**src/logic/bte_consts.vh**
```
// opcode, special register and reset constants for the branch and transfer execution unit
`ifndef BTE_CONSTS_VH
`define BTE_CONSTS_VH
`define BTE_OP_LONG_JUMP     8'h02
`define BTE_OP_LONG_CALL    8'h12
`define BTE_OP_RET      8'h22
`define BTE_OP_INTERRUPT_EXIT     8'h32
`define BTE_OP_JZ       8'h60
`define BTE_OP_JNZ      8'h70
`define BTE_OP_JMPI     8'h73
`define BTE_OP_MOVTP    8'h90
`define BTE_OP_COMPARE_BRANCH_UNEQUAL_AI  8'hB4
`define BTE_OP_COMPARE_BRANCH_UNEQUAL_AD  8'hB5
`define BTE_OP_PUSH     8'hC0
`define BTE_OP_XCH_D    8'hC5
`define BTE_OP_POP      8'hD0
`define BTE_OP_DECREMENT_LOOP_BRANCH_D   8'hD5
`define BTE_ABSOLUTE_JUMP_LO     5'h01
`define BTE_ABSOLUTE_CALL_LO    5'h11
`define BTE_GRP_XCH_RN  5'h19
`define BTE_GRP_DECREMENT_LOOP_BRANCH_RN 5'h1B
`define BTE_GRP_COMPARE_BRANCH_UNEQUAL_RN 5'h17
`define BTE_GRP_XCH_RI  7'h63
`define BTE_GRP_LOW_DIGIT_EXCHANGE_RI 7'h6B
`define BTE_GRP_COMPARE_BRANCH_UNEQUAL_RI 7'h5B
`define BTE_GRP_COMPARE_BRANCH_UNEQUAL_HI 4'hB
`define BTE_SFR_ACC     8'hE0
`define BTE_SFR_SP      8'h81
`define BTE_SFR_TPL     8'h82
`define BTE_SFR_TPH     8'h83
`define BTE_SFR_PSW     8'hD0
`define BTE_RST_SP      8'h07
`define BTE_PSW_CY      7
`define BTE_PSW_RS1     4
`define BTE_PSW_RS0     3
`define BTE_LEN1        2'h1
`define BTE_LEN2        2'h2
`define BTE_LEN3        2'h3
`endif

```
**src/logic/bte_exec.v**
```verilog
// branch and data transfer execution unit of the 8-bit core
// Notes on behaviour
// - push increments the stack pointer, then writes the byte at the new top.
// - pop reads the byte at the stack pointer, then decrements the stack pointer.
// - stack accesses are indirect, reaching all internal ram, never special registers.
// - table pointer load takes a 16-bit constant from the instruction stream.
// - byte exchange swaps accumulator with a direct, indirect or register byte.
// - low digit exchange swaps only bits 3:0 with the indirectly addressed byte.
// - long jump is three bytes and loads a full 16-bit target into pc.
// - absolute jump replaces low 11 pc bits, keeping the high 5 bits.
// - indexed jump loads pc with table pointer plus accumulator, 16-bit sum.
// - long call takes 16-bit address; absolute call stays within the 2K block.
// - subroutine exit resumes at the instruction after the entering call.
// - interrupt exit returns like subroutine exit and signals interrupt end.
// - conditional branches add a signed 8-bit offset to the next instruction address.
// - no zero flag; accumulator zero tests read the accumulator directly.
// - decrement loop branch decrements operand, branches when result is nonzero.
// - compare branch unequal branches when operands differ, else falls through.
// - compare is unsigned; carry set when first is below second, else cleared.
`timescale 1ns/1ps
`include "bte_consts.vh"
module bte_exec (
  input  wire        clock,
  input  wire        rst_n,
  output wire [15:0] code_addr,
  input  wire [7:0]  code_data,
  output reg  [7:0]  data_addr_ff,
  output reg         data_sfr_ff,
  output reg         data_we_ff,
  output reg  [7:0]  data_wdata_ff,
  input  wire [7:0]  data_rdata,
  output reg         interrupt_exit_done_ff,
  output reg  [15:0] pc_ff,
  output reg  [7:0]  acc_ff,
  output reg  [7:0]  sp_ff,
  output reg  [15:0] tp_ff,
  output reg  [7:0]  psw_ff
);
  // one-hot sequencer states
  localparam [9:0] S_FETCH  = 10'h001;
  localparam [9:0] S_BYTE1  = 10'h002;
  localparam [9:0] S_BYTE2  = 10'h004;
  localparam [9:0] S_PTR_A  = 10'h008;
  localparam [9:0] S_PTR_D  = 10'h010;
  localparam [9:0] S_OPND_A = 10'h020;
  localparam [9:0] S_OPND_D = 10'h040;
  localparam [9:0] S_EXEC   = 10'h080;
  localparam [9:0] S_STK    = 10'h100;
  localparam [9:0] S_RET_D  = 10'h200;

  reg        rst_meta_ff;
  reg        rst_sync_ff;
  reg [9:0]  state_ff;
  reg [7:0]  op_ff;
  reg [7:0]  b1_ff;
  reg [7:0]  b2_ff;
  reg [7:0]  ptr_ff;
  reg [7:0]  opnd_ff;
  reg [7:0]  hi_ff;
  reg [1:0]  left_ff;

  wire       is_absolute_jump  = (op_ff[4:0] == `BTE_ABSOLUTE_JUMP_LO);
  wire       is_absolute_call = (op_ff[4:0] == `BTE_ABSOLUTE_CALL_LO);
  wire       is_call  = is_absolute_call | (op_ff == `BTE_OP_LONG_CALL);
  wire       grp_rn   = (op_ff[7:3] == `BTE_GRP_XCH_RN) | (op_ff[7:3] == `BTE_GRP_DECREMENT_LOOP_BRANCH_RN) |
                        (op_ff[7:3] == `BTE_GRP_COMPARE_BRANCH_UNEQUAL_RN);
  wire       grp_ri   = (op_ff[7:1] == `BTE_GRP_XCH_RI) | (op_ff[7:1] == `BTE_GRP_LOW_DIGIT_EXCHANGE_RI) |
                        (op_ff[7:1] == `BTE_GRP_COMPARE_BRANCH_UNEQUAL_RI);
  wire       is_compare_branch_unequal  = (op_ff[7:4] == `BTE_GRP_COMPARE_BRANCH_UNEQUAL_HI) & (op_ff[3:2] != 2'h0);
  wire       is_decrement_loop_branch  = (op_ff == `BTE_OP_DECREMENT_LOOP_BRANCH_D) | (op_ff[7:3] == `BTE_GRP_DECREMENT_LOOP_BRANCH_RN);
  wire       is_xch   = (op_ff == `BTE_OP_XCH_D) | (op_ff[7:3] == `BTE_GRP_XCH_RN) |
                        (op_ff[7:1] == `BTE_GRP_XCH_RI);
  wire       is_low_digit_exchange  = (op_ff[7:1] == `BTE_GRP_LOW_DIGIT_EXCHANGE_RI);
  wire       is_ret   = (op_ff == `BTE_OP_RET) | (op_ff == `BTE_OP_INTERRUPT_EXIT);
  wire       dir_opnd = (op_ff == `BTE_OP_PUSH) | (op_ff == `BTE_OP_XCH_D) |
                        (op_ff == `BTE_OP_DECREMENT_LOOP_BRANCH_D) | (op_ff == `BTE_OP_COMPARE_BRANCH_UNEQUAL_AD);
  wire       needs_rd = dir_opnd | grp_rn | grp_ri | is_ret | (op_ff == `BTE_OP_POP);
  wire [7:0] rn_addr  = {3'h0, psw_ff[`BTE_PSW_RS1:`BTE_PSW_RS0], op_ff[2:0]};
  wire [7:0] ri_addr  = {3'h0, psw_ff[`BTE_PSW_RS1:`BTE_PSW_RS0], 2'h0, op_ff[0]};
  wire [9:0] prep     = grp_ri ? S_PTR_A : (needs_rd ? S_OPND_A : S_EXEC);
  wire [7:0] rel      = (is_compare_branch_unequal | (op_ff == `BTE_OP_DECREMENT_LOOP_BRANCH_D)) ? b2_ff : b1_ff;
  wire [15:0] rel_tgt = pc_ff + {{8{rel[7]}}, rel};
  wire [15:0] abs_tgt = {pc_ff[15:11], op_ff[7:5], b1_ff};
  wire [15:0] call_tgt = is_absolute_call ? abs_tgt : {b1_ff, b2_ff};
  wire [7:0] dec_val  = opnd_ff - 8'h01;
  wire [7:0] cmp_a    = ((op_ff == `BTE_OP_COMPARE_BRANCH_UNEQUAL_AI) | (op_ff == `BTE_OP_COMPARE_BRANCH_UNEQUAL_AD)) ?
                        acc_ff : opnd_ff;
  wire [7:0] cmp_b    = (op_ff == `BTE_OP_COMPARE_BRANCH_UNEQUAL_AD) ? opnd_ff : b1_ff;
  wire [7:0] sp_inc   = sp_ff + 8'h01;
  wire [7:0] sp_dec   = sp_ff - 8'h01;

  // decoded operations and branch conditions
  wire       is_long_jump  = (op_ff == `BTE_OP_LONG_JUMP);
  wire       is_interrupt_exit  = (op_ff == `BTE_OP_INTERRUPT_EXIT);
  wire       is_jmpi  = (op_ff == `BTE_OP_JMPI);
  wire       is_movtp = (op_ff == `BTE_OP_MOVTP);
  wire       is_jz    = (op_ff == `BTE_OP_JZ);
  wire       is_jnz   = (op_ff == `BTE_OP_JNZ);
  wire       is_push  = (op_ff == `BTE_OP_PUSH);
  wire       is_pop   = (op_ff == `BTE_OP_POP);
  wire       acc_zero = (acc_ff == 8'h00);
  wire       dec_nz   = (dec_val != 8'h00);
  wire       cmp_ne   = (cmp_a != cmp_b);
  wire       cmp_lt   = (cmp_a < cmp_b);
  wire [15:0] imm16   = {b1_ff, b2_ff};
  wire [15:0] idx_tgt = tp_ff + {8'h00, acc_ff};
  wire [15:0] ret_tgt = {hi_ff, data_rdata};
  wire [7:0] low_digit_exchange_acc = {acc_ff[7:4], opnd_ff[3:0]};
  wire [7:0] low_digit_exchange_mem = {opnd_ff[7:4], acc_ff[3:0]};


  assign code_addr = pc_ff;

  // instruction length from a freshly fetched opcode
  function [1:0] f_len;
    input [7:0] o;
    begin
      case (o)
        `BTE_OP_LONG_JUMP, `BTE_OP_LONG_CALL, `BTE_OP_MOVTP, `BTE_OP_DECREMENT_LOOP_BRANCH_D:
          f_len = `BTE_LEN3;
        `BTE_OP_JZ, `BTE_OP_JNZ, `BTE_OP_PUSH, `BTE_OP_POP, `BTE_OP_XCH_D:
          f_len = `BTE_LEN2;
        default: begin
          if ((o[7:4] == `BTE_GRP_COMPARE_BRANCH_UNEQUAL_HI) & (o[3:2] != 2'h0))
            f_len = `BTE_LEN3;
          else if ((o[4:0] == `BTE_ABSOLUTE_JUMP_LO) | (o[4:0] == `BTE_ABSOLUTE_CALL_LO) |
                   (o[7:3] == `BTE_GRP_DECREMENT_LOOP_BRANCH_RN))
            f_len = `BTE_LEN2;
          else
            f_len = `BTE_LEN1;
        end
      endcase
    end
  endfunction

  // special registers held inside the unit
  function f_hit;
    input [7:0] a;
    input       s;
    begin
      f_hit = s & ((a == `BTE_SFR_ACC) | (a == `BTE_SFR_SP) | (a == `BTE_SFR_TPL) |
                   (a == `BTE_SFR_TPH) | (a == `BTE_SFR_PSW));
    end
  endfunction

  // operand read value, internal registers override the data port
  reg [7:0] rd_val;
  always @* begin
    rd_val = data_rdata;
    if (data_sfr_ff) begin
      case (data_addr_ff)
        `BTE_SFR_ACC: rd_val = acc_ff;
        `BTE_SFR_SP:  rd_val = sp_ff;
        `BTE_SFR_TPL: rd_val = tp_ff[7:0];
        `BTE_SFR_TPH: rd_val = tp_ff[15:8];
        `BTE_SFR_PSW: rd_val = psw_ff;
        default:      rd_val = data_rdata;
      endcase
    end
  end

  // store a byte to internal register or data port
  task put;
    input [7:0] a;
    input       s;
    input [7:0] v;
    begin
      data_addr_ff  <= a;
      data_sfr_ff   <= s;
      data_wdata_ff <= v;
      if (f_hit(a, s)) begin
        case (a)
          `BTE_SFR_ACC: acc_ff <= v;
          `BTE_SFR_SP:  sp_ff <= v;
          `BTE_SFR_TPL: tp_ff[7:0] <= v;
          `BTE_SFR_TPH: tp_ff[15:8] <= v;
          default:      psw_ff <= v;
        endcase
      end else begin
        data_we_ff <= 1'b1;
      end
    end
  endtask

  // reset released through two flops
  always @(posedge clock or negedge rst_n) begin
    if (!rst_n) begin
      rst_meta_ff <= 1'b0;
      rst_sync_ff <= 1'b0;
    end else begin
      rst_meta_ff <= 1'b1;
      rst_sync_ff <= rst_meta_ff;
    end
  end

  // instruction sequencer, one state per clock
  always @(posedge clock or negedge rst_sync_ff) begin
    if (!rst_sync_ff) begin
      state_ff      <= S_FETCH;
      op_ff         <= 8'h00;
      b1_ff         <= 8'h00;
      b2_ff         <= 8'h00;
      ptr_ff        <= 8'h00;
      opnd_ff       <= 8'h00;
      hi_ff         <= 8'h00;
      left_ff       <= 2'h0;
      data_addr_ff  <= 8'h00;
      data_sfr_ff   <= 1'b0;
      data_we_ff    <= 1'b0;
      data_wdata_ff <= 8'h00;
      interrupt_exit_done_ff  <= 1'b0;
      pc_ff         <= 16'h0000;
      acc_ff        <= 8'h00;
      sp_ff         <= `BTE_RST_SP;
      tp_ff         <= 16'h0000;
      psw_ff        <= 8'h00;
    end else begin
      data_we_ff   <= 1'b0;
      interrupt_exit_done_ff <= 1'b0;
      case (state_ff)
        S_FETCH: begin
          op_ff   <= code_data;
          pc_ff   <= pc_ff + 16'h0001;
          left_ff <= f_len(code_data);
          if (f_len(code_data) == `BTE_LEN1) begin
            state_ff <= S_BYTE2;
          end else begin
            state_ff <= S_BYTE1;
          end
        end
        S_BYTE1: begin
          b1_ff <= code_data;
          pc_ff <= pc_ff + 16'h0001;
          state_ff <= (left_ff == `BTE_LEN3) ? S_BYTE2 : prep;
        end
        S_BYTE2: begin
          if (left_ff == `BTE_LEN3) begin
            b2_ff <= code_data;
            pc_ff <= pc_ff + 16'h0001;
          end
          state_ff <= prep;
        end
        // indirect pointer register read
        S_PTR_A: begin
          data_addr_ff <= ri_addr;
          data_sfr_ff  <= 1'b0;
          state_ff     <= S_PTR_D;
        end
        S_PTR_D: begin
          ptr_ff   <= data_rdata;
          state_ff <= S_OPND_A;
        end
        // operand address by addressing mode
        S_OPND_A: begin
          state_ff <= S_OPND_D;
          if (grp_ri) begin
            data_addr_ff <= ptr_ff;
            data_sfr_ff  <= 1'b0;
          end else if (grp_rn) begin
            data_addr_ff <= rn_addr;
            data_sfr_ff  <= 1'b0;
          end else if (dir_opnd) begin
            data_addr_ff <= b1_ff;
            data_sfr_ff  <= b1_ff[7];
          end else begin
            data_addr_ff <= sp_ff;
            data_sfr_ff  <= 1'b0;
          end
        end
        S_OPND_D: begin
          opnd_ff  <= rd_val;
          state_ff <= S_EXEC;
        end
        // register effects of the instruction
        S_EXEC: begin
          state_ff <= S_FETCH;
          if (is_long_jump)
            pc_ff <= imm16;
          else if (is_absolute_jump)
            pc_ff <= abs_tgt;
          else if (is_jmpi)
            pc_ff <= idx_tgt;
          else if (is_movtp)
            tp_ff <= imm16;
          else if (is_jz) begin
            if (acc_zero)
              pc_ff <= rel_tgt;
          end else if (is_jnz) begin
            if (!acc_zero)
              pc_ff <= rel_tgt;
          end else if (is_push) begin
            sp_ff <= sp_inc;
            put(sp_inc, 1'b0, opnd_ff);
          end else if (is_pop) begin
            sp_ff <= sp_dec;
            put(b1_ff, b1_ff[7], opnd_ff);
          end else if (is_xch) begin
            acc_ff <= opnd_ff;
            put(data_addr_ff, data_sfr_ff, acc_ff);
          end else if (is_low_digit_exchange) begin
            acc_ff <= low_digit_exchange_acc;
            put(data_addr_ff, 1'b0, low_digit_exchange_mem);
          end else if (is_decrement_loop_branch) begin
            put(data_addr_ff, data_sfr_ff, dec_val);
            if (dec_nz)
              pc_ff <= rel_tgt;
          end else if (is_compare_branch_unequal) begin
            psw_ff[`BTE_PSW_CY] <= cmp_lt;
            if (cmp_ne)
              pc_ff <= rel_tgt;
          end else if (is_call) begin
            sp_ff <= sp_inc;
            put(sp_inc, 1'b0, pc_ff[7:0]);
            state_ff <= S_STK;
          end else if (is_ret) begin
            hi_ff        <= opnd_ff;
            sp_ff        <= sp_dec;
            data_addr_ff <= sp_dec;
            data_sfr_ff  <= 1'b0;
            state_ff     <= S_RET_D;
          end
        end
        // second call cycle pushes the high return byte
        S_STK: begin
          sp_ff <= sp_inc;
          put(sp_inc, 1'b0, pc_ff[15:8]);
          pc_ff    <= call_tgt;
          state_ff <= S_FETCH;
        end
        // return low byte read at the decremented top
        S_RET_D: begin
          pc_ff    <= ret_tgt;
          sp_ff    <= sp_dec;
          interrupt_exit_done_ff <= is_interrupt_exit;
          state_ff <= S_FETCH;
        end
        default: state_ff <= S_FETCH;
      endcase
    end
  end
endmodule // bte_exec

```
**config.mk**
```make
export PLATFORM = sky130hd
export DESIGN_NAME = bte_exec
export DESIGN_NICKNAME = d
export VERILOG_FILES = /design/src/logic/bte_exec.v
export VERILOG_INCLUDE_DIRS = /design/src /design/src/logic
export SDC_FILE = /design/constraint.sdc
export NUM_CORES = 1
export LEC_CHECK = 0
export BUFFER_PORTS_ARGS = -buffer_cell sky130_fd_sc_hd__buf_2
export CAP_MARGIN = 20
export CORE_MARGIN = 1
export CORE_UTILIZATION = 45
export CTS_CLUSTER_SIZE = 25
export DETAILED_ROUTE_END_ITERATION = 6
export GPL_TIMING_DRIVEN = 0
export PLACE_DENSITY_LB_ADDON = 0.12
export SETUP_SLACK_MARGIN = 0.3
export SYNTH_ARGS = -nofsm -noshare
export SYNTH_HDL_FRONTEND = slang
export SYNTH_SLANG_ARGS = --single-unit
```
**constraint.sdc**
```tcl
create_clock -name clock -period 7.5 [get_ports clock]
set_input_delay 1.5 -clock clock [delete_from_list [all_inputs] [get_ports clock]]
set_output_delay 1.5 -clock clock [all_outputs]
set_load 0.005 [all_outputs]
```
==> implementation parameters <==
Parameter                              Value

Die
  Number of rows created at floorplan ... 58
  Area of the core ... 25400 sq um
  Total die area ... 26700 sq um
  Vertical die dimension ... 163 um
  Die width ... 163 um
  Count of boundary I/O pins ... 109
  Initial cell density of the core ... 46.1%

GRT
  Largest net degree at the start of global routing ... 67
  Global-route wire length before repair ... 80100 um
  Overall overflow remaining after global route ... 0
  Antenna violations before repair ... 0
  Vias in the first global route ... 11.8k
  GRT Util Overall ... 41.5%

Setup path
  Data required time at the worst endpoint ... 7.84 ns
  Cells on worst reg2reg path ... 12
  Maximum fanout along the worst path ... 10
  Kind of critical path ... flip-flop to flip-flop
  Endpoint type of the worst setup path ... flip-flop
  Startpoint of the worst setup timing path ... op_ff[6]
  Kind of launch point of the worst setup path ... flip-flop
  Data arrival at the endpoint of the critical path ... 5.18 ns
  Worst reg2reg path startpoint ... op_ff[6]

Synth
  Total number of yosys warnings ... 0
  Number of library cell types mapped by synthesis ... 92
  Simple-gate portion of the synthesized area ... 21.8%
  Cell type contributing the most total cell area after synthesis ... sky130_fd_sc_hd__dfrtp_1
  Synth Register Bits ... 137
  Dominant combinational cell family by area after synthesis ... compound AO/OA/AOI/OAI gates
  Biggest area contributors in the synthesized netlist ... sky130_fd_sc_hd__dfrtp_1 (28%), sky130_fd_sc_hd__mux2_2 (7.0%), sky130_fd_sc_hd__nand2_1 (4.4%), sky130_fd_sc_hd__nor2_1 (4.1%), sky130_fd_sc_hd__o21ai_0 (4.0%)
  Instance count of the mapped netlist ... 1400
  Number of enable-type register cells in the synthesized netlist ... 0
  Combined area of all synthesized cells ... 11700 sq um
  Mean instance size in the synthesized netlist ... 8.37 sq um
  Share of cell area taken by muxes after synthesis ... 11.4%
  Net Count, Synth ... 1456
  XOR/XNOR Fraction of Synth Area ... 3.06%
  Area fraction in compound gates after synthesis ... 24.9%
  Area share of the largest cell type after synthesis ... 28.4%
  Seq/Total Area, Yosys ... 29.3%
  Adder and majority gate portion of the synthesized area ... 4.18%
  Async SR Flop Fraction ... 100%
  Most used flip-flop cell after synthesis ... sky130_fd_sc_hd__dfrtp_1

Final layout
  Synth-to-Final Area Change ... 13.8%
  ANT cells ... 0
  Commonest cells after routing, fill and taps aside ... sky130_fd_sc_hd__nand2_1 (136), sky130_fd_sc_hd__dfrtp_1 (132), sky130_fd_sc_hd__nor2_1 (127)
  Fraction of layout cells with a size suffix above 1 ... 18.2%
  Total Nets Final ... 1585
  Post-route cell area ... 13300 sq um
  Most common cell after layout, fill and taps aside ... sky130_fd_sc_hd__nand2_1

CTS
  Maximum buffer depth of the clock tree ... 2
  Clock-pin slew reported for the worst setup and hold paths after clock tree synthesis ... 0.08 ns
  Clock net sink count ... 137
  Cts bufs inserted ... 17
  H-tree level count ... 4
  Clock latency of the later-clocked register in the worst-skew pair ... 0.46 ns
  Cells resized by post-CTS repair ... 0
  Setup Fix Bufs, Post-CTS ... 0
  Cts hold-fix bufs ... 0
  Cell chosen for the clock root ... sky130_fd_sc_hd__clkbuf_16
  Clock tree from TritonCTS ... yes

Power and ir drop
  Cell internal power dissipation ... 2.61 mW
  Power share of the sequential group ... 24.9%
  Worst-case vdd ir drop ... 236 uV
  Clock network fraction of total power ... 17.1%
  Sw power ... 2.68 mW
  Combinational cell fraction of total power ... 58.0%
  Sw Share ... 50.6%
  Total chip power ... 5.29 mW
  P_leak ... 5.88 nW
  Pwr Density ... 397 nW/um^2

Timing
  Remaining max-slew budget at the tightest pin ... 18.9%
  Worst slew pin tran ... 1.20 ns
  Maximum operating frequency ... 0.207 GHz
  Unrepaired setup endpoints after global routing ... false
  Count of final max-slew check failures ... 0
  Final setup fails ... 0
  Worst clock skew ... 0.0201 ns
  Final worst-path cycle share ... 64.5%
  Number of failing hold endpoints at the final stage ... 0
  Clock period minus worst slack ... 4.84 ns
  TNS Setup ... 0 ns

Flow run
  Number of violations of the max-capacitance limit ... 0

Placed design
  Detail Placement HPWL ... 41400 um
  Post-placement cell area ... 12700 sq um
  Port buffer count ... 105
  Last weighted congestion value of the routability-driven placer ... 1.03

Status
  Status ... finished, final reports clean

Detailed routing
  Met2 wire length ... 22700 um
  Total Routed Length ... 54600 um
  Post-route met1 wirelength ... 23000 um
  Met3 wirelength from detailed routing ... 6640 um
  Top Metal Used ... met4
  Post-route DRC ... 0
  Number of nets with antenna violations after detailed routing ... 0
  Post-detailed-route via-to-cell ratio ... 6.93
  Routed WL per cell ... 29.2 um
  DRT iter0 DRCs ... 1899
  Total vias in the final route ... 13.0k
  Number of optimization iterations in the first detailed-route pass ... 6

Hold path
  Classification of the worst-slack hold path ... flip-flop to asynchronous set/reset pin
-- synthesized netlist by cell type, drive strengths merged (20+ instances only) --
cell and instances:
xnor2 27, nand2 137, nand3 47, nor2b 20, mux2 82, o21ai 95
ha 36, a31oi 30, a221oi 23, inv 25, clkbuf 79, nor2 129
a21oi 57, buf 37, mux2i 40, nor3 36, dfrtp 133
-- cell families (layout without fill, tap and decap cells) --
kind of cell    count (synthesis)  count (layout)
other cells                     1               1
xor+xnor                       41              41
flops                         137             137
buf+inv                       141             283
mux                           122             122
compound gates                416             416
fa+ha+maj                      38              38
simple gates                  504             504
-- critical path, stage by stage, from the launching register on --
cell	delay, ns
sky130_fd_sc_hd__dfrtp_1	0.45
sky130_fd_sc_hd__clkbuf_1	0.44
sky130_fd_sc_hd__nand4b_1	0.35
sky130_fd_sc_hd__o22ai_2	0.60
sky130_fd_sc_hd__mux2_2	0.44
sky130_fd_sc_hd__ha_1	0.30
sky130_fd_sc_hd__a211oi_1	0.33
sky130_fd_sc_hd__o21bai_1	0.20
sky130_fd_sc_hd__o21ai_0	0.38
sky130_fd_sc_hd__o21ai_0	0.25
sky130_fd_sc_hd__o211a_1	0.26
sky130_fd_sc_hd__or3_1	0.43
sky130_fd_sc_hd__o311ai_1	0.29
-- per-stage QoR --
stage | utilization, % | hold WS, ns | setup slack (ns) | cells
floorplan | - | 0.331 | 3.41 | 1400
global placement | 49.8 | 0.337 | 1.57 | 1835
detailed placement | 50.1 | 0.166 | 2.80 | 1838
CTS | 52.4 | 0.172 | 2.81 | 1870
global route | 52.5 | 0.184 | 2.47 | 1872
finish | 52.5 | 0.166 | 2.66 | 1872
-- metal layers --
metal	vias to the layer above	track usage [%]
met5	-	0
met4	0	16.2
met3	170	8.86
met2	954	59.9
met1	6290	59.7
li1	5550	-
-- final timing paths --
| path | slack [ns] | endpoint |
|---|---|---|
| worst min register to register | 0.17 | state_ff[1] |
| max in group asynchronous | 6.59 | rst_sync_ff |
| min in group clock | 0.36 | rst_sync_ff |
| worst min-delay path | 0.17 | state_ff[1] |
| worst max register to register | 2.66 | code_addr[15] |
| worst max-delay path | 2.66 | code_addr[15] |
-- power groups by stage --
stage | clock (mW) | combinational, mW | sequential [mW]
floorplan | 0 | 2.03 | 1.16
global placement | 0 | 2.90 | 1.31
detailed placement | 0 | 2.94 | 1.30
CTS | 0.905 | 2.96 | 1.29
global route | 0.935 | 3.28 | 1.33
finish | 0.906 | 3.07 | 1.32
-- final cells by class --
class | instances | area (sq um)
clock buffers | 18 | 439
repair buffers | 110 | 603
flip-flops and latches | 137 | 3440
multi-input cells | 1122 | 7670
clock inverters | 14 | 153
inverters | 25 | 93.8
plain buffers | 116 | 520
well taps | 330 | 413
fillers | 2502 | 12100
Note: power is estimated with default switching activity, not from simulation.
